File: src/core/acc_params.svh
`ifndef ACC_PARAMS_SVH
`define ACC_PARAMS_SVH

// Resolution of a full conversion and of the reduced mode.
`define ACC_RES_BITS 10
`define ACC_RES8_BITS 8
// Index of the last bit resolved in each mode.
`define ACC_LAST_BIT_10 4'h0
`define ACC_LAST_BIT_8 4'h2
// Trial code loaded at the start of a conversion (MSB set).
`define ACC_SAR_START 10'h200
// Width of the conversion clock divider field.
`define ACC_DIV_BITS 5
// Reset value of the divider field counter.
`define ACC_DIV_RESET 5'h00
// Reset value of both result bytes.
`define ACC_RESULT_RESET 8'h00
// Start-mode codes, three bits.
`define ACC_SM_SOFT 3'h0
`define ACC_SM_TMR0 3'h1
`define ACC_SM_TMR2 3'h2
`define ACC_SM_TMR1 3'h3
`define ACC_SM_EXT 3'h4
`define ACC_SM_TMR3 3'h5
// Throughput target and clock period, in nanoseconds.
`define ACC_SAMPLE_PERIOD_NS 2000
`define ACC_CLK_PERIOD_NS 20
// System clocks available for one conversion at peak throughput.
`define ACC_SAMPLE_CYC (`ACC_SAMPLE_PERIOD_NS / `ACC_CLK_PERIOD_NS)

`endif

File: src/core/acc_pkg.sv
package acc_pkg;

    // Conversion sequencer states.
    typedef enum logic [1:0] {
        ACC_IDLE,
        ACC_TRACK,
        ACC_CONVERT
    } acc_state_t;

    // Bit index inside the ten-bit trial code.
    typedef logic [3:0] acc_bit_idx_t;

endpackage

File: src/core/acc_prescaler.sv
`timescale 1ns/100ps
`include "acc_params.svh"

// Divides the system clock into one-cycle conversion clock ticks.
module acc_prescaler
    import acc_pkg::*;
(
    input wire logic mclk_i,
    input wire logic resetn_i,
    input wire logic ce_i,
    input wire logic restart_i,
    input wire logic [`ACC_DIV_BITS-1:0] divider_i,
    output logic tick_o
);

    logic [`ACC_DIV_BITS-1:0] cnt_r; // Cycles left before the next tick.
    logic [`ACC_DIV_BITS-1:0] cnt_nxt;
    logic tick_r; // Registered tick pulse.
    logic tick_nxt;

    // Count down from the divider value; a tick every divider+1 cycles.
    always_comb begin
        cnt_nxt = cnt_r;
        tick_nxt = 1'b0;
        if (restart_i) begin
            // Restart aligns the first tick to the conversion start.
            cnt_nxt = divider_i;
        end else if (cnt_r == `ACC_DIV_RESET) begin
            cnt_nxt = divider_i;
            tick_nxt = 1'b1;
        end else begin
            cnt_nxt = cnt_r - 1'b1;
        end
    end

    // Register the divider state.
    always_ff @(posedge mclk_i) begin
        if (!resetn_i) begin
            cnt_r <= `ACC_DIV_RESET;
            tick_r <= 1'b0;
        end else if (ce_i) begin
            cnt_r <= cnt_nxt;
            tick_r <= tick_nxt;
        end
    end

    assign tick_o = tick_r;

endmodule // acc_prescaler

File: src/core/acc_start_sel.sv
`timescale 1ns/100ps
`include "acc_params.svh"

// Picks the start source and turns it into one start pulse.
module acc_start_sel
    import acc_pkg::*;
(
    input wire logic mclk_i,
    input wire logic resetn_i,
    input wire logic ce_i,
    input wire logic [2:0] start_mode_select_i,
    input wire logic busy_write_i,
    input wire logic timer0_ovf_i,
    input wire logic timer1_ovf_i,
    input wire logic timer2_lo_ovf_i,
    input wire logic timer2_hi_ovf_i,
    input wire logic timer2_split_i,
    input wire logic timer3_lo_ovf_i,
    input wire logic timer3_hi_ovf_i,
    input wire logic timer3_split_i,
    input wire logic external_start_input_i,
    output logic start_o
);

    logic ext_prev_r; // Last sampled level of the external start input.
    logic start_r; // Registered start request.
    logic start_nxt;

    // Select one of the six sources.
    always_comb begin
        start_nxt = 1'b0;
        // codes 000 to 101, in order.
        unique case (start_mode_select_i)
            `ACC_SM_SOFT: start_nxt = busy_write_i;
            `ACC_SM_TMR0: start_nxt = timer0_ovf_i;
            `ACC_SM_TMR2: start_nxt = timer2_split_i ? timer2_lo_ovf_i
                                                     : timer2_hi_ovf_i;
            `ACC_SM_TMR1: start_nxt = timer1_ovf_i;
            `ACC_SM_EXT: start_nxt = external_start_input_i & ~ext_prev_r;
            `ACC_SM_TMR3: start_nxt = timer3_split_i ? timer3_lo_ovf_i
                                                     : timer3_hi_ovf_i;
            // Codes 110 and 111 start nothing.
            default: start_nxt = 1'b0;
        endcase
    end

    // Register the request and the edge history.
    always_ff @(posedge mclk_i) begin
        if (!resetn_i) begin
            ext_prev_r <= 1'b0;
            start_r <= 1'b0;
        end else if (ce_i) begin
            ext_prev_r <= external_start_input_i;
            start_r <= start_nxt;
        end
    end

    assign start_o = start_r;

endmodule // acc_start_sel

File: src/core/acc_core.sv
`timescale 1ns/100ps
`include "acc_params.svh"

module acc_core
    import acc_pkg::*;
(
    // Clock, reset and the freeze enable.
    input wire logic mclk_i,
    input wire logic resetn_i,
    input wire logic ce_i,
    // Result format, resolution and conversion clock.
    input wire logic left_justify_bit_i,
    input wire logic eight_bit_mode_bit_i,
    input wire logic [`ACC_DIV_BITS-1:0] conv_clock_divider_i,
    // Start selection, software strobes and enable.
    input wire logic [2:0] start_mode_select_i,
    input wire logic busy_write_i,
    input wire logic done_clear_i,
    input wire logic int_enable_i,
    // Timer overflow pulses and timer split modes.
    input wire logic timer0_ovf_i,
    input wire logic timer1_ovf_i,
    input wire logic timer2_lo_ovf_i,
    input wire logic timer2_hi_ovf_i,
    input wire logic timer2_split_i,
    input wire logic timer3_lo_ovf_i,
    input wire logic timer3_hi_ovf_i,
    input wire logic timer3_split_i,
    // External start pin.
    input wire logic external_start_input_i,
    // Comparator verdict on the current trial code.
    input wire logic comparator_i,
    // Status flags and the two result bytes.
    output logic conversion_busy_bit_o,
    output logic conversion_done_flag_o,
    output logic irq_o,
    output logic [7:0] result_high_byte_o,
    output logic [7:0] result_low_byte_o,
    // Trial code and sampling phase for the analog side.
    output logic [`ACC_RES_BITS-1:0] sar_trial_o,
    output logic track_o
);

    // Mask with only the given bit of the trial code set.
    function automatic logic [`ACC_RES_BITS-1:0] bit_mask(
        input acc_bit_idx_t idx
    );
        // Index 9 is the MSB and index 0 the LSB.
        bit_mask = {{(`ACC_RES_BITS-1){1'b0}}, 1'b1} << idx;
    endfunction

    // Links between the sub-blocks.
    logic start_pulse; // One-cycle start request from the selector.
    logic conv_tick; // One-cycle conversion clock tick.
    logic tick_restart; // Realigns the prescaler at a start.

    // Sequencer state and its next values.
    acc_state_t state_r; // Sequencer state.
    acc_state_t state_nxt;
    logic [`ACC_RES_BITS-1:0] sar_r; // Trial code shown to the comparator.
    logic [`ACC_RES_BITS-1:0] sar_nxt;
    acc_bit_idx_t bit_r; // Bit being resolved.
    acc_bit_idx_t bit_nxt;

    // Resolution and busy for the running conversion.
    logic mode8_r; // Resolution latched for the running conversion.
    logic mode8_nxt;
    logic busy_r; // Busy flag.
    logic busy_nxt;

    // Decodes of the current cycle.
    logic finish; // Last bit resolved this cycle.
    logic [`ACC_RES_BITS-1:0] final_code; // Code once the last bit settles.

    // Flags and results, loaded at finish.
    logic done_r; // Conversion-complete flag.
    logic done_nxt;
    logic irq_r; // Interrupt request.
    logic irq_nxt;
    logic [7:0] res_hi_r; // High result byte.
    logic [7:0] res_hi_nxt;
    logic [7:0] res_lo_r; // Low result byte.
    logic [7:0] res_lo_nxt;

    acc_start_sel u_start_sel (
        .mclk_i(mclk_i),
        .resetn_i(resetn_i),
        .ce_i(ce_i),
        .start_mode_select_i(start_mode_select_i),
        .busy_write_i(busy_write_i),
        .timer0_ovf_i(timer0_ovf_i),
        .timer1_ovf_i(timer1_ovf_i),
        .timer2_lo_ovf_i(timer2_lo_ovf_i),
        .timer2_hi_ovf_i(timer2_hi_ovf_i),
        .timer2_split_i(timer2_split_i),
        .timer3_lo_ovf_i(timer3_lo_ovf_i),
        .timer3_hi_ovf_i(timer3_hi_ovf_i),
        .timer3_split_i(timer3_split_i),
        .external_start_input_i(external_start_input_i),
        .start_o(start_pulse)
    );

    // The prescaler restarts whenever the sequencer is idle, so every
    // conversion sees the same number of system clocks per SAR clock.
    assign tick_restart = (state_r == ACC_IDLE);

    acc_prescaler u_prescaler (
        .mclk_i(mclk_i),
        .resetn_i(resetn_i),
        .ce_i(ce_i),
        .restart_i(tick_restart),
        .divider_i(conv_clock_divider_i),
        .tick_o(conv_tick)
    );

    // divider 7 or less fits 100 clocks.
    // The last bit is done when the tick lands on the mode's final index.
    // Between ticks the bit under test stays put.
    assign finish = (state_r == ACC_CONVERT) && conv_tick &&
                    (bit_r == (mode8_r ? `ACC_LAST_BIT_8
                                       : `ACC_LAST_BIT_10));

    // Trial code with the current bit kept or dropped by the comparator.
    // The comparator is read in the tick cycle itself.
    assign final_code = comparator_i ? sar_r : (sar_r & ~bit_mask(bit_r));

    // Sequencer: one track tick, then one tick per resolved bit.
    always_comb begin
        state_nxt = state_r;
        sar_nxt = sar_r;
        bit_nxt = bit_r;
        mode8_nxt = mode8_r;
        busy_nxt = busy_r;

        unique case (state_r)
            ACC_IDLE: begin
                // start on demand.
                // Starts that arrive while busy are dropped on purpose;
                // a retrigger would corrupt the code being resolved.
                if (start_pulse) begin
                    state_nxt = ACC_TRACK;
                    mode8_nxt = eight_bit_mode_bit_i;
                    sar_nxt = `ACC_SAR_START;
                    bit_nxt = acc_bit_idx_t'(`ACC_RES_BITS - 1);
                    busy_nxt = 1'b1;
                end
            end

            ACC_TRACK: begin
                // One SAR clock lets the trial code settle.
                if (conv_tick) begin
                    state_nxt = ACC_CONVERT;
                end
            end

            ACC_CONVERT: begin
                if (conv_tick) begin
                    // Keep or drop the bit under test.
                    sar_nxt = final_code;
                    if (finish) begin
                        state_nxt = ACC_IDLE;
                        busy_nxt = 1'b0;
                    end else begin
                        bit_nxt = bit_r - 1'b1;
                        // The next bit becomes the new trial.
                        sar_nxt = final_code | bit_mask(bit_r - 1'b1);
                    end
                end
            end

            // An illegal state code falls back to idle.
            default: begin
                state_nxt = ACC_IDLE;
                busy_nxt = 1'b0;
            end
        endcase
    end

    // Register the sequencer.
    always_ff @(posedge mclk_i) begin
        if (!resetn_i) begin
            // Reset parks the sequencer idle.
            state_r <= ACC_IDLE;
            sar_r <= {`ACC_RES_BITS{1'b0}};
            bit_r <= acc_bit_idx_t'(`ACC_RES_BITS - 1);
            mode8_r <= 1'b0;
            busy_r <= 1'b0;
        end else if (ce_i) begin
            // A low enable holds the whole sequencer.
            state_r <= state_nxt;
            sar_r <= sar_nxt;
            bit_r <= bit_nxt;
            mode8_r <= mode8_nxt;
            busy_r <= busy_nxt;
        end
    end

    // Result formatting, done flag and interrupt request.
    always_comb begin
        res_hi_nxt = res_hi_r;
        res_lo_nxt = res_lo_r;
        done_nxt = done_r;
        if (done_clear_i) begin
            done_nxt = 1'b0;
        end

        if (finish) begin
            // busy fall sets the flag; set beats a same-cycle clear.
            done_nxt = 1'b1;
            // results loaded together with the flag.
            if (mode8_r) begin
                // eight MSBs in the high byte.
                res_hi_nxt = final_code[9:2];
                res_lo_nxt = `ACC_RESULT_RESET;
            end else if (left_justify_bit_i) begin
                res_hi_nxt = final_code[9:2];
                res_lo_nxt = {final_code[1:0], 6'h00};
            end else begin
                res_hi_nxt = {6'h00, final_code[9:8]};
                res_lo_nxt = final_code[7:0];
            end
        end

        // request follows the flag when enabled.
        // A level, so it drops in the cycle the flag clears.
        irq_nxt = done_nxt & int_enable_i;
    end

    // Register the result bytes and flags.
    always_ff @(posedge mclk_i) begin
        if (!resetn_i) begin
            // Reset empties both bytes and both flags.
            res_hi_r <= `ACC_RESULT_RESET;
            res_lo_r <= `ACC_RESULT_RESET;
            done_r <= 1'b0;
            irq_r <= 1'b0;
        end else if (ce_i) begin
            // A low enable freezes results and flags.
            res_hi_r <= res_hi_nxt;
            res_lo_r <= res_lo_nxt;
            done_r <= done_nxt;
            irq_r <= irq_nxt;
        end
    end

    // The track output is a decode of the next state, one flop deep.
    logic track_r; // Sampling phase indicator.
    logic track_nxt;

    // Tracking is the state the sequencer moves into next.
    always_comb begin
        track_nxt = (state_nxt == ACC_TRACK);
    end

    // Register the tracking phase.
    always_ff @(posedge mclk_i) begin
        if (!resetn_i) begin
            track_r <= 1'b0;
        end else if (ce_i) begin
            track_r <= track_nxt;
        end
    end

    // Every output comes straight from a register.
    assign conversion_busy_bit_o = busy_r;
    assign conversion_done_flag_o = done_r;
    assign irq_o = irq_r;
    assign result_high_byte_o = res_hi_r;
    assign result_low_byte_o = res_lo_r;
    assign sar_trial_o = sar_r;
    assign track_o = track_r;

endmodule // acc_core

File: config.mk
export PLATFORM = sky130hd
export DESIGN_NAME = acc_core
export DESIGN_NICKNAME = d
export VERILOG_FILES = /design/src/core/acc_pkg.sv /design/src/core/acc_prescaler.sv /design/src/core/acc_start_sel.sv /design/src/core/acc_core.sv
export VERILOG_INCLUDE_DIRS = /design/src /design/src/core
export SDC_FILE = /design/constraint.sdc
export NUM_CORES = 1
export LEC_CHECK = 0
export BUFFER_PORTS_ARGS = -buffer_cell sky130_fd_sc_hd__buf_2
export CAP_MARGIN = 0
export CORE_MARGIN = 2
export CORE_UTILIZATION = 45
export DETAILED_ROUTE_END_ITERATION = 12
export PLACE_DENSITY = 0.68
export REMOVE_ABC_BUFFERS = 1
export SETUP_SLACK_MARGIN = 0.05
export SKIP_LAST_GASP = 1
export SYNTH_ARGS = -nofsm -noshare
export SYNTH_HDL_FRONTEND = slang
export SYNTH_SLANG_ARGS = --single-unit
File: constraint.sdc
create_clock -name mclk_i -period 5.26 [get_ports mclk_i]
set_clock_uncertainty 0.2 [all_clocks]
set_input_delay 0.263 -clock mclk_i [delete_from_list [all_inputs] [get_ports mclk_i]]
set_output_delay 0.263 -clock mclk_i [all_outputs]
set_load 0.1 [all_outputs]
==> flow_summary.toml, run 1 <==
[timing]
finalMaxSlewViolations = 0
final_hold_viol_count = 0
grt_setup_unrepaired = "false"
min_period_ns = 2.44
tightest_slew_ns = 1.01
setup_tns_ns = 0
fin_crit_sh_pct = 46.5
finalSetupViolations = 0
relSlewSlack_pct = 32.4
max_freq_mhz = 409

[layout]
nNetsFinal = 357
n_antenna_cell = 0
final_core_util_pct = 53.3
finalNonFillerCells = 395
nFillCells = 499
final_common_cell = "buf_2"
area_growth_pct = 15.8
final_cell_mix = "55 x buf_2, 45 x dfxtp_1, 41 x nor2_1"
drive_above_1_share_pct = 24.6
final_area_sq_mm = 0.00269

[setup_path]
worst-path-buf-inv = 0
critPathTopFamily = "simple AND/OR/NAND/NOR gates"
ff2ff_setup_slack_ns = 2.82
cp-end-kind = "flop"
reg2regPathDepth = 5
required_ns = 5.31
path_cells = "nor4_4, nand4_1, nor3_1, a21oi_1, nor2_1"
r2r-end = "result_low_byte_o[2]$_SDFFE_PN0P_"
slowest_delay_ns = 0.83
endpoint = "result_low_byte_o[2]$_SDFFE_PN0P_"
start_kind = "flop"
startpoint = "bit_r[2]$_SDFFE_PN0P_"
crit_type = "reg2reg"
cp_slowest_cell = "nand4_1"
crit_cells = 5
worstPathMaxFanout = 29
timing.rr.start = "bit_r[2]$_SDFFE_PN0P_"
worstPathArrival_ns = 2.49

[die]
io_pins = 56
die_h_um = 75.8
core_sq_mm = 0.00504
initial_core_util_pct = 46.1
die_w_um = 75.8
die_area_sq_mm = 0.00575
placementRows = 26

[routing]
firstDrtPassIters = 4
drt_wl_total_mm = 5.21
vias = 2082
drtIter0Drc = 121
drc = 0
ant_nets = 0
vias_per_cell = 5.27
wire_per_inst_um = 13.2

[pwr]
pwr-share-seq_pct = 55.7
swShare_pct = 26.8
leakage_nw = 1.14
clkPwrFrac_pct = 33.2
p_sw_mw = 0.171
combPwrFrac_pct = 11.1
intPower_mw = 0.468
total_power_mw = 0.639
p_per_area_mw_per_mm2 = 238
ir_drop_uv = 153

[yosys]
ys_ff_latch = 45
synth_ff_type = "dfxtp_1"
ys_seq_area_share_pct = 38.8
synth.avg_cell_area_sq_um = 8.44
ys_async_sr_fraction_pct = 0
synth_cells = 275
synth_edf_count = 0
ys_types = 50
syn-cell-area_sq_mm = 0.00232
yosys_warnings = 0

[cts]
postCtsSetupBuffers = 0
cts_max_path_buffers = 2
clk_latency_ns = 0.31
cts_buffers = 5
clk_pin_slew_ns = 0.09
clock-sinks = 45
cts_tree = "yes"
postCtsHoldBufs = 0
cts-htree-levels = 2
root_buffer = "clkbuf_8"
ctsResizeCount = 0

[global_routing]
grt_overflow_total = 0
grt_usage_pct = 18.5
grt_pass1_vias = 1727
antenna_found_initial = 0
grt_pass1_wl_mm = 8.07
grt_max_degree = 30

[status]
status = "finished, final reports clean"

[job]
cap_violations = 0

[placed_design]
dpl-instance-area_sq_mm = 0.00261
dp_hpwl_mm = 3.79
port-buffer-count = 55
globalplace.congestion = 0.856
dp_cells = 387

[hold_path]
hp-class = "in2reg"
==> cell families (layout without fill, tap and decap cells) <==
family / Yosys count / after routing / share of synthesized area, %
and+or+nand+nor: 111 / 111 / 25.5
AOI/OAI and AO/OA: 76 / 76 / 21.7
DFF: 45 / 45 / 38.8
buffers and inverters: 24 / 74 / 5.17
muxes: 9 / 9 / 3.99
adders and majority gates: 7 / 7 / 3.77
xor gates and xnor gates: 3 / 3 / 1.13
==> worst register-to-register path, delay by kind of cell, from the launching register on <==
| family | cells | cell delay (ns) |
|---|---|---|
| AND/OR/NAND/NOR | 4 | 1.70 |
| AO/OA/AOI/OAI | 1 | 0.07 |
| flip-flops | 1 | 0.42 |
==> sequential cells by signal (all words and copies together) (netlist names) <==
register and cells:
state_r 2, result_high_byte_o 8, result_low_byte_o 8, conversion_busy_bit_o 1
u_prescaler.tick_o 1, u_prescaler.cnt_r 5, irq_o 1, u_start_sel.ext_prev_r 1
bit_r 4, track_o 1, u_start_sel.start_o 1, sar_trial_o 10
conversion_done_flag_o 1, mode8_r 1
==> through the flow <==
step                hold WS [ns]  worst slack, ns
floorplan                  0.125             3.16
global placement           0.248             2.81
detailed placement         0.252             2.80
CTS                      0.00696             2.80
global route              0.0307             2.44
finish                   0.00649             2.82
==> how the worst min path moves through the flow <==
stage                                                 start                                end  cells after the start
after global placement    result_low_byte_o[7]$_SDFFE_PN0P_  result_low_byte_o[7]$_SDFFE_PN0P_                      2
after floorplan                                    resetn_i              bit_r[3]$_SDFFE_PN1P_                      1
final                                  eight_bit_mode_bit_i               mode8_r$_SDFFE_PN0P_                      3
after global routing                   eight_bit_mode_bit_i               mode8_r$_SDFFE_PN0P_                      3
after CTS                              eight_bit_mode_bit_i               mode8_r$_SDFFE_PN0P_                      3
after detailed placement  result_low_byte_o[7]$_SDFFE_PN0P_  result_low_byte_o[7]$_SDFFE_PN0P_                      2
==> Yosys cell counts (2+ instances only) <==
cell type	number	area share, %
a211oi_1	3	0.97
a21oi_1	28	6.0
a221o_1	2	0.86
a221o_2	6	2.9
and2_1	4	1.1
and3_1	2	0.54
buf_2	3	0.65
buf_6	3	1.5
clkbuf_1	5	0.81
dfxtp_1	45	39
ha_1	7	3.8
inv_1	10	1.6
mux2_2	2	0.97
mux2i_1	7	3.0
nand2_1	12	1.9
nand2b_1	6	1.6
nand3_1	5	1.1
nand4b_1	2	0.75
nor2_1	41	6.6
nor2b_1	5	1.3
nor3_1	20	4.3
nor4_1	2	0.54
nor4_4	2	1.8
o211ai_1	3	0.97
o21ai_0	22	4.7
or2_2	3	0.81
xor2_1	2	0.75
==> per-layer routing <==
metal / global-route usage, % / routed length [um] / up-vias
li1: - / - / 1081
met4: 4.68 / 85 / 0
met1: 23.5 / 2370 / 935
met5: 0 / 0 / -
met3: 5.95 / 261 / 9
met2: 30.5 / 2490 / 57
==> final cells by class <==
| type | instances | area, sq um | share of cell area, % |
|---|---|---|---|
| repair buffers | 55 | 275 | 10.2 |
| clock buffers | 7 | 76.3 | 2.84 |
| multi-input cells | 206 | 1300 | 48.4 |
| well taps | 70 | 87.6 | 3.26 |
| clock inverters | 1 | 7.51 | 0.279 |
| inverters | 11 | 41.3 | 1.53 |
| flip-flops and latches | 45 | 901 | 33.5 |
==> power groups by stage <==
stage               combinational (mW)  sequential [mW]  clock [mW]
floorplan                       0.0375            0.373           0
global placement                0.0703            0.364           0
detailed placement              0.0716            0.364           0
CTS                             0.0715            0.356       0.214
global route                    0.0792            0.357       0.235
finish                          0.0707            0.356       0.213
No activity file was read; power rests on OpenSTA's default activity.
==> run 2, diff against run 1 <==
--- a/config.mk
+++ b/config.mk
@@ -6,12 +6,13 @@
 export SDC_FILE = /design/constraint.sdc
 export NUM_CORES = 1
 export LEC_CHECK = 0
+export ABC_AREA = 1
 export BUFFER_PORTS_ARGS = -buffer_cell sky130_fd_sc_hd__buf_2
 export CAP_MARGIN = 0
 export CORE_MARGIN = 2
 export CORE_UTILIZATION = 45
 export DETAILED_ROUTE_END_ITERATION = 12
-export PLACE_DENSITY = 0.68
+export PLACE_DENSITY = 0.7
 export REMOVE_ABC_BUFFERS = 1
 export SETUP_SLACK_MARGIN = 0.05
 export SKIP_LAST_GASP = 1
==> constraint.sdc (replaced) <==
create_clock -name mclk_i -period 2 [get_ports mclk_i]
set_clock_uncertainty 0.2 [all_clocks]
set_input_delay 0.1 -clock mclk_i [delete_from_list [all_inputs] [get_ports mclk_i]]
set_output_delay 0.1 -clock mclk_i [all_outputs]
set_load 0.1 [all_outputs]
==> flow_summary.toml, run 2 <==
[status]
status = "finished, final reports clean"

[yosys]
ys_seq_area_share_pct = 36.9
synth.most_common_cell = "nand2_1"
synth_top_cell_by_area = "dfxtp_1"
ys_ff_latch = 45
synth_edf_count = 0
synthTopCellsByArea = "dfxtp_1 37%, nand2_1 13%, o21ai_0 8.8%"
post_synth_most_frequent_cells = "85 x nand2_1, 46 x inv_1, 45 x dfxtp_1, 43 x o21ai_0, 38 x nand3_1"
syn-cell-area_sq_mm = 0.00244
synth_cells = 366
ys_async_sr_fraction_pct = 0
yosys_warnings = 0
ys_types = 27
synth_ff_type = "dfxtp_1"
synth_top_cell_area_share_pct = 36.9
synth.avg_cell_area_sq_um = 6.66

[layout]
final_core_util_pct = 60.0
drive_above_1_share_pct = 19.1
final_common_cell = "nand2_1"
area_growth_pct = 27.3
nFillCells = 530
nNetsFinal = 478
finalNonFillerCells = 516
final_area_sq_mm = 0.00310
largest_register_ffs = 10
final_cell_mix = "85 x nand2_1, 55 x buf_2, 45 x dfxtp_1"
n_antenna_cell = 0

[routing]
firstDrtPassIters = 4
vias_per_cell = 5.00
drc = 0
wire_per_inst_um = 11.9
vias = 2578
drt_wl_total_mm = 6.16
drtIter0Drc = 201
ant_nets = 0

[placed_design]
place_ws_ns = 0.106
dp_cells = 489
dpl-instance-area_sq_mm = 0.00281
port-buffer-count = 55
dp_hpwl_mm = 4.40
globalplace.congestion = 0.957

[setup_path]
crit_cells = 8
endpoint = "mode8_r$_SDFFE_PN0P_"
timing.rr.start = "bit_r[1]$_SDFFE_PN0P_"
path_cells = "dlygate4sd3_1, buf_2, nand2_1, nor2_1, inv_1, o21ai_1, dlygate4sd3_1, a21oi_1"
startpoint = "ce_i"
worstPathMaxFanout = 6
ff2ff_setup_slack_ns = 0.21
crit_type = "in2reg"
worstPathArrival_ns = 1.83
worst-path-buf-inv = 4
reg2regPathDepth = 6
slowest_delay_ns = 0.57
start_kind = "primary input"
cp_slowest_cell = "dlygate4sd3_1"
required_ns = 2.00
path_common_cell = "dlygate4sd3_1"
critPathTopFamily = "buffers and inverters"
r2r-end = "result_high_byte_o[1]$_SDFFE_PN0P_"
cp-end-kind = "flop"

[timing]
max_freq_mhz = 546
relSlewSlack_pct = 67.5
fin_crit_sh_pct = 91.5
tightest_slew_ns = 0.491
setup_tns_ns = 0
setup_slack_ns = 0.170
min_period_ns = 1.83
grt_setup_unrepaired = "false"
finalSetupViolations = 0
final_hold_viol_count = 0
finalMaxSlewViolations = 0

[pwr]
p_sw_mw = 0.533
swShare_pct = 28.9
combPwrFrac_pct = 16.5
clkPwrFrac_pct = 32.7
leakage_nw = 1.51
ir_drop_uv = 470
intPower_mw = 1.31
pwr-share-seq_pct = 50.9
p_per_area_mw_per_mm2 = 594

[die]
placementRows = 26
initial_core_util_pct = 47.1
io_pins = 56
die_area_sq_mm = 0.00602
core_sq_mm = 0.00517
die_w_um = 77.6
die_h_um = 77.6

[cts]
cts_buffers = 5
cts_tree = "yes"
clk_pin_slew_ns = 0.09
clk_latency_ns = 0.30
cts-htree-levels = 2
cts_max_path_buffers = 2
root_buffer = "clkbuf_8"
clock-sinks = 45

[hold_path]
hold_depth = 6
hp-class = "in2reg"
min-delay-start = "comparator_i"

[global_routing]
antenna_found_initial = 0
grt_max_degree = 29
grt_overflow_total = 0
grt_pass1_vias = 2364
grt_usage_pct = 21.3
grt_pass1_wl_mm = 10.4

[job]
cap_violations = 0
-- run 2: cell types whose count changed after synthesis, moves of 4 or more --
cell	before	now
nand2_1	12	85
nor3_1	20	2
nand3_1	5	38
nor2_1	41	34
o21ai_0	22	43
nand2b_1	6	0
mux2i_1	7	0
a221o_2	6	0
inv_1	10	46
nor2b_1	5	0
and2_1	4	0
o21ai_1	0	4
a21oi_1	28	35
-- run 2: worst min-delay path by stage --
stage                                         endpoint  slack, ns
finish                     sar_trial_o[8]$_SDFFE_PN0P_       0.23
global route        result_high_byte_o[7]$_SDFFE_PN0P_       0.29
CTS                 result_high_byte_o[0]$_SDFFE_PN0P_       0.22
detailed placement   u_prescaler.cnt_r[1]$_SDFFE_PN0P_       0.14
global placement     u_prescaler.cnt_r[1]$_SDFFE_PN0P_       0.13
floorplan                        bit_r[3]$_SDFFE_PN1P_      -0.02
-- run 2: routing by layer --
metal  global-route usage [%]  routed length (um)
met5                        0                   0
met4                     7.14                  79
met3                     3.60                 273
met2                     37.4                3000
met1                     26.3                2810
-- run 2: kinds of logic (layout without fill, tap and decap cells) --
group                    count (synthesis)  after routing  share of synthesized area, %
AND/OR/NAND/NOR                        166            167                          29.8
buffers and inverters                   61            140                          11.1
XOR/XNOR                                 2              2                         0.718
flip-flops                              45             45                          36.9
adder cells (fa/ha/maj)                  7              7                          3.59
AO/OA/AOI/OAI                           85             85                          17.9
-- run 2: through the flow --
stage	total power, mW	hold slack [ns]
2_1_floorplan	1.13	-0.0158
3_3_place_gp	1.22	0.130
3_5_place_dp	1.23	0.136
4_1_cts	1.85	0.219
5_1_grt	1.92	0.286
6_report	1.84	0.229
-- run 2: power by group through the flow --
stage | clock network (mW) | logic [mW] | registers [mW]
final | 0.602 | 0.304 | 0.938
after global routing | 0.643 | 0.341 | 0.941
after CTS | 0.612 | 0.299 | 0.936
after detailed placement | 0 | 0.269 | 0.956
after global placement | 0 | 0.267 | 0.956
after floorplan | 0 | 0.145 | 0.989
-- run 2: tightest hold or removal path, stage by stage --
cell and delay [ns]:
buf_2 0.09, or2_0 0.18, o21ai_1 0.10, nand2_1 0.08, nand2_1 0.05, a21oi_1 0.10
-- run 2: cell type report --
cell class	count	area, sq um	area share [%]
Clock inverter	2	13.8	0.443
Sequential cell	45	901	29.0
Inverter	49	191	6.17
Tap cell	70	87.6	2.82
Multi-Input combinational cell	261	1280	41.4
Clock buffer	6	82.6	2.66
Timing Repair Buffer	83	543	17.5
-- run 2: repair_timing --
item	4_1_cts	5_1_grt
buffers inserted	0	0
hold buffers	18	0
endpoints found under the setup margin	0	19
gates resized for setup	0	7
hold endpoints to repair	20	0
==> run 3, diff against run 2 <==
--- a/config.mk
+++ b/config.mk
@@ -6,13 +6,13 @@
 export SDC_FILE = /design/constraint.sdc
 export NUM_CORES = 1
 export LEC_CHECK = 0
-export ABC_AREA = 1
 export BUFFER_PORTS_ARGS = -buffer_cell sky130_fd_sc_hd__buf_2
 export CAP_MARGIN = 0
+export CORE_ASPECT_RATIO = 0.7
 export CORE_MARGIN = 2
 export CORE_UTILIZATION = 45
 export DETAILED_ROUTE_END_ITERATION = 12
-export PLACE_DENSITY = 0.7
+export PLACE_DENSITY = 0.71
 export REMOVE_ABC_BUFFERS = 1
 export SETUP_SLACK_MARGIN = 0.05
 export SKIP_LAST_GASP = 1
==> flow_summary.toml, run 3 (synthesis results as in run 1) <==
[layout]
n_antenna_cell = 0
drive_above_1_share_pct = 33.1
final_cell_mix = "55 x buf_2, 41 x nor2_1, 41 x dfxtp_1"
final_area_sq_mm = 0.00308
final_core_util_pct = 62.9
nFillCells = 455
final_common_cell = "buf_2"
nNetsFinal = 398
largest_register_ffs = 10
area_growth_pct = 32.4

[cts]
clock-sinks = 45
clk_latency_ns = 0.31
root_buffer = "clkbuf_8"
clk_pin_slew_ns = 0.09
cts_tree = "yes"
cts_max_path_buffers = 2
cts-htree-levels = 2
cts_buffers = 5

[timing]
tightest_slew_ns = 0.650
final_hold_viol_count = 0
grt_setup_unrepaired = "false"
min_period_ns = 1.86
max_freq_mhz = 538
holdWs_ns = 0.0450
fin_crit_sh_pct = 93.0
finalMaxSlewViolations = 0
relSlewSlack_pct = 56.5
finalSetupViolations = 0
setup_slack_ns = 0.141

[routing]
drt_wl_total_mm = 5.89
ant_nets = 0
vias = 2253
drtIter0Drc = 173
firstDrtPassIters = 4
drc = 0
wire_per_inst_um = 13.5
vias_per_cell = 5.18

[die]
initial_core_util_pct = 47.5
die_h_um = 64.1
die_area_sq_mm = 0.00576
io_pins = 56
placementRows = 21
die_w_um = 89.9
core_sq_mm = 0.00489

[status]
status = "finished, final reports clean"

[setup_path]
r2r-end = "u_prescaler.cnt_r[3]$_SDFFE_PN0P_"
path_cells = "inv_1, ha_2, inv_2, o41ai_4, mux2_4, a22oi_2, nor2_1"
start_kind = "flop"
cp-end-kind = "flop"
critPathTopFamily = "compound AO/OA/AOI/OAI gates"
worstPathMaxFanout = 4
worstPathArrival_ns = 1.86
worst-path-buf-inv = 2
cp_slowest_cell = "o41ai_4"
reg2regPathDepth = 7
timing.rr.start = "u_prescaler.cnt_r[1]$_SDFFE_PN0P_"
required_ns = 2.00
ff2ff_setup_slack_ns = 0.14
crit_type = "reg2reg"
slowest_delay_ns = 0.40

[pwr]
total_power_mw = 1.77
leakage_nw = 1.34
p_per_area_mw_per_mm2 = 575
ir_drop_uv = 352

[placed_design]
port-buffer-count = 55
dpl-instance-area_sq_mm = 0.00280
dp_hpwl_mm = 4.38
place_ws_ns = 0.0529
globalplace.congestion = 0.905

[global_routing]
grt_pass1_wl_mm = 9.90
grt_pass1_vias = 2051
grt_max_degree = 29
antenna_found_initial = 0
grt_overflow_total = 0
grt_usage_pct = 21.5

[hold_path]
hp-class = "in2reg"
min-delay-start = "timer1_ovf_i"
hold_end = "u_start_sel.start_o$_SDFFE_PN0P_"
hold_depth = 5

[job]
cap_violations = 0
[run 3: changes by cell type in the layout (fill, tap and decap cells not counted), sizes merged, moves of 8 or more]
cell	delta
nand2	-73
a221o	+8
buf	+18
o21ai	-25
inv	-37
nand3	-34
nor3	+19
[run 3: area by class of cell]
type                    count  area (sq um)  area share, %
clock buffers               5          68.8           2.24
clock inverters             3          25.0          0.814
inverters                  11          41.3           1.34
multi-input cells         206          1330           43.1
flip-flops and latches     45           908           29.5
well taps                  69          86.3           2.81
repair buffers             96           619           20.1
[run 3: report_power, final]
group          switching (mW)  leakage (nW)  internal, mW  total, mW
Clock                   0.351        0.0447         0.253      0.603
Combinational           0.130         0.930         0.103      0.232
Sequential             0.0214         0.365         0.912      0.934
[run 3: worst register-to-register path, cell delays in order, from the launching register on]
cell	delay, ns
dfxtp_2	0.33
inv_1	0.05
ha_2	0.18
inv_2	0.05
o41ai_4	0.40
mux2_4	0.34
a22oi_2	0.15
nor2_1	0.05
[run 3: worst max path at each step]
stage / startpoint / endpoint / slack (ns) / cells after the start
floorplan: bit_r[2]$_SDFFE_PN0P_ / result_high_byte_o[2]$_SDFFE_PN0P_ / -0.10 / 5
global placement: bit_r[0]$_SDFFE_PN1P_ / result_high_byte_o[1]$_SDFFE_PN0P_ / 0.06 / 7
detailed placement: bit_r[0]$_SDFFE_PN1P_ / sar_trial_o[3]$_SDFFE_PN0P_ / 0.05 / 5
CTS: u_prescaler.cnt_r[1]$_SDFFE_PN0P_ / u_prescaler.cnt_r[3]$_SDFFE_PN0P_ / 0.05 / 7
global route: u_prescaler.cnt_r[0]$_SDFFE_PN0P_ / u_prescaler.cnt_r[3]$_SDFFE_PN0P_ / 0.04 / 7
finish: u_prescaler.cnt_r[1]$_SDFFE_PN0P_ / u_prescaler.cnt_r[3]$_SDFFE_PN0P_ / 0.14 / 7
[run 3: repair_timing]
action,in CTS,in global routing
endpoints found under the setup margin,6,18
pin swaps,0,3
hold endpoints to repair,16,0
resized for setup,2,16
hold buffers,13,0
setup buffers,0,2
[run 3: per-layer routing]
layer | GRT usage [%] | vias up | share of wire [%]
met3 | 5.19 | 5 | 6.1
met1 | 31.5 | 1031 | 52
met2 | 31.2 | 53 | 41
met5 | 0 | - | 0
met4 | 6.73 | 0 | 0.87
li1 | - | 1164 | -
[run 3: stage by stage]
step	TNS, ns	cells
4_1_cts	0	433
3_3_place_gp	0	412
2_1_floorplan	-1.38	262
5_1_grt	0	435
6_report	0	435
3_5_place_dp	0	412
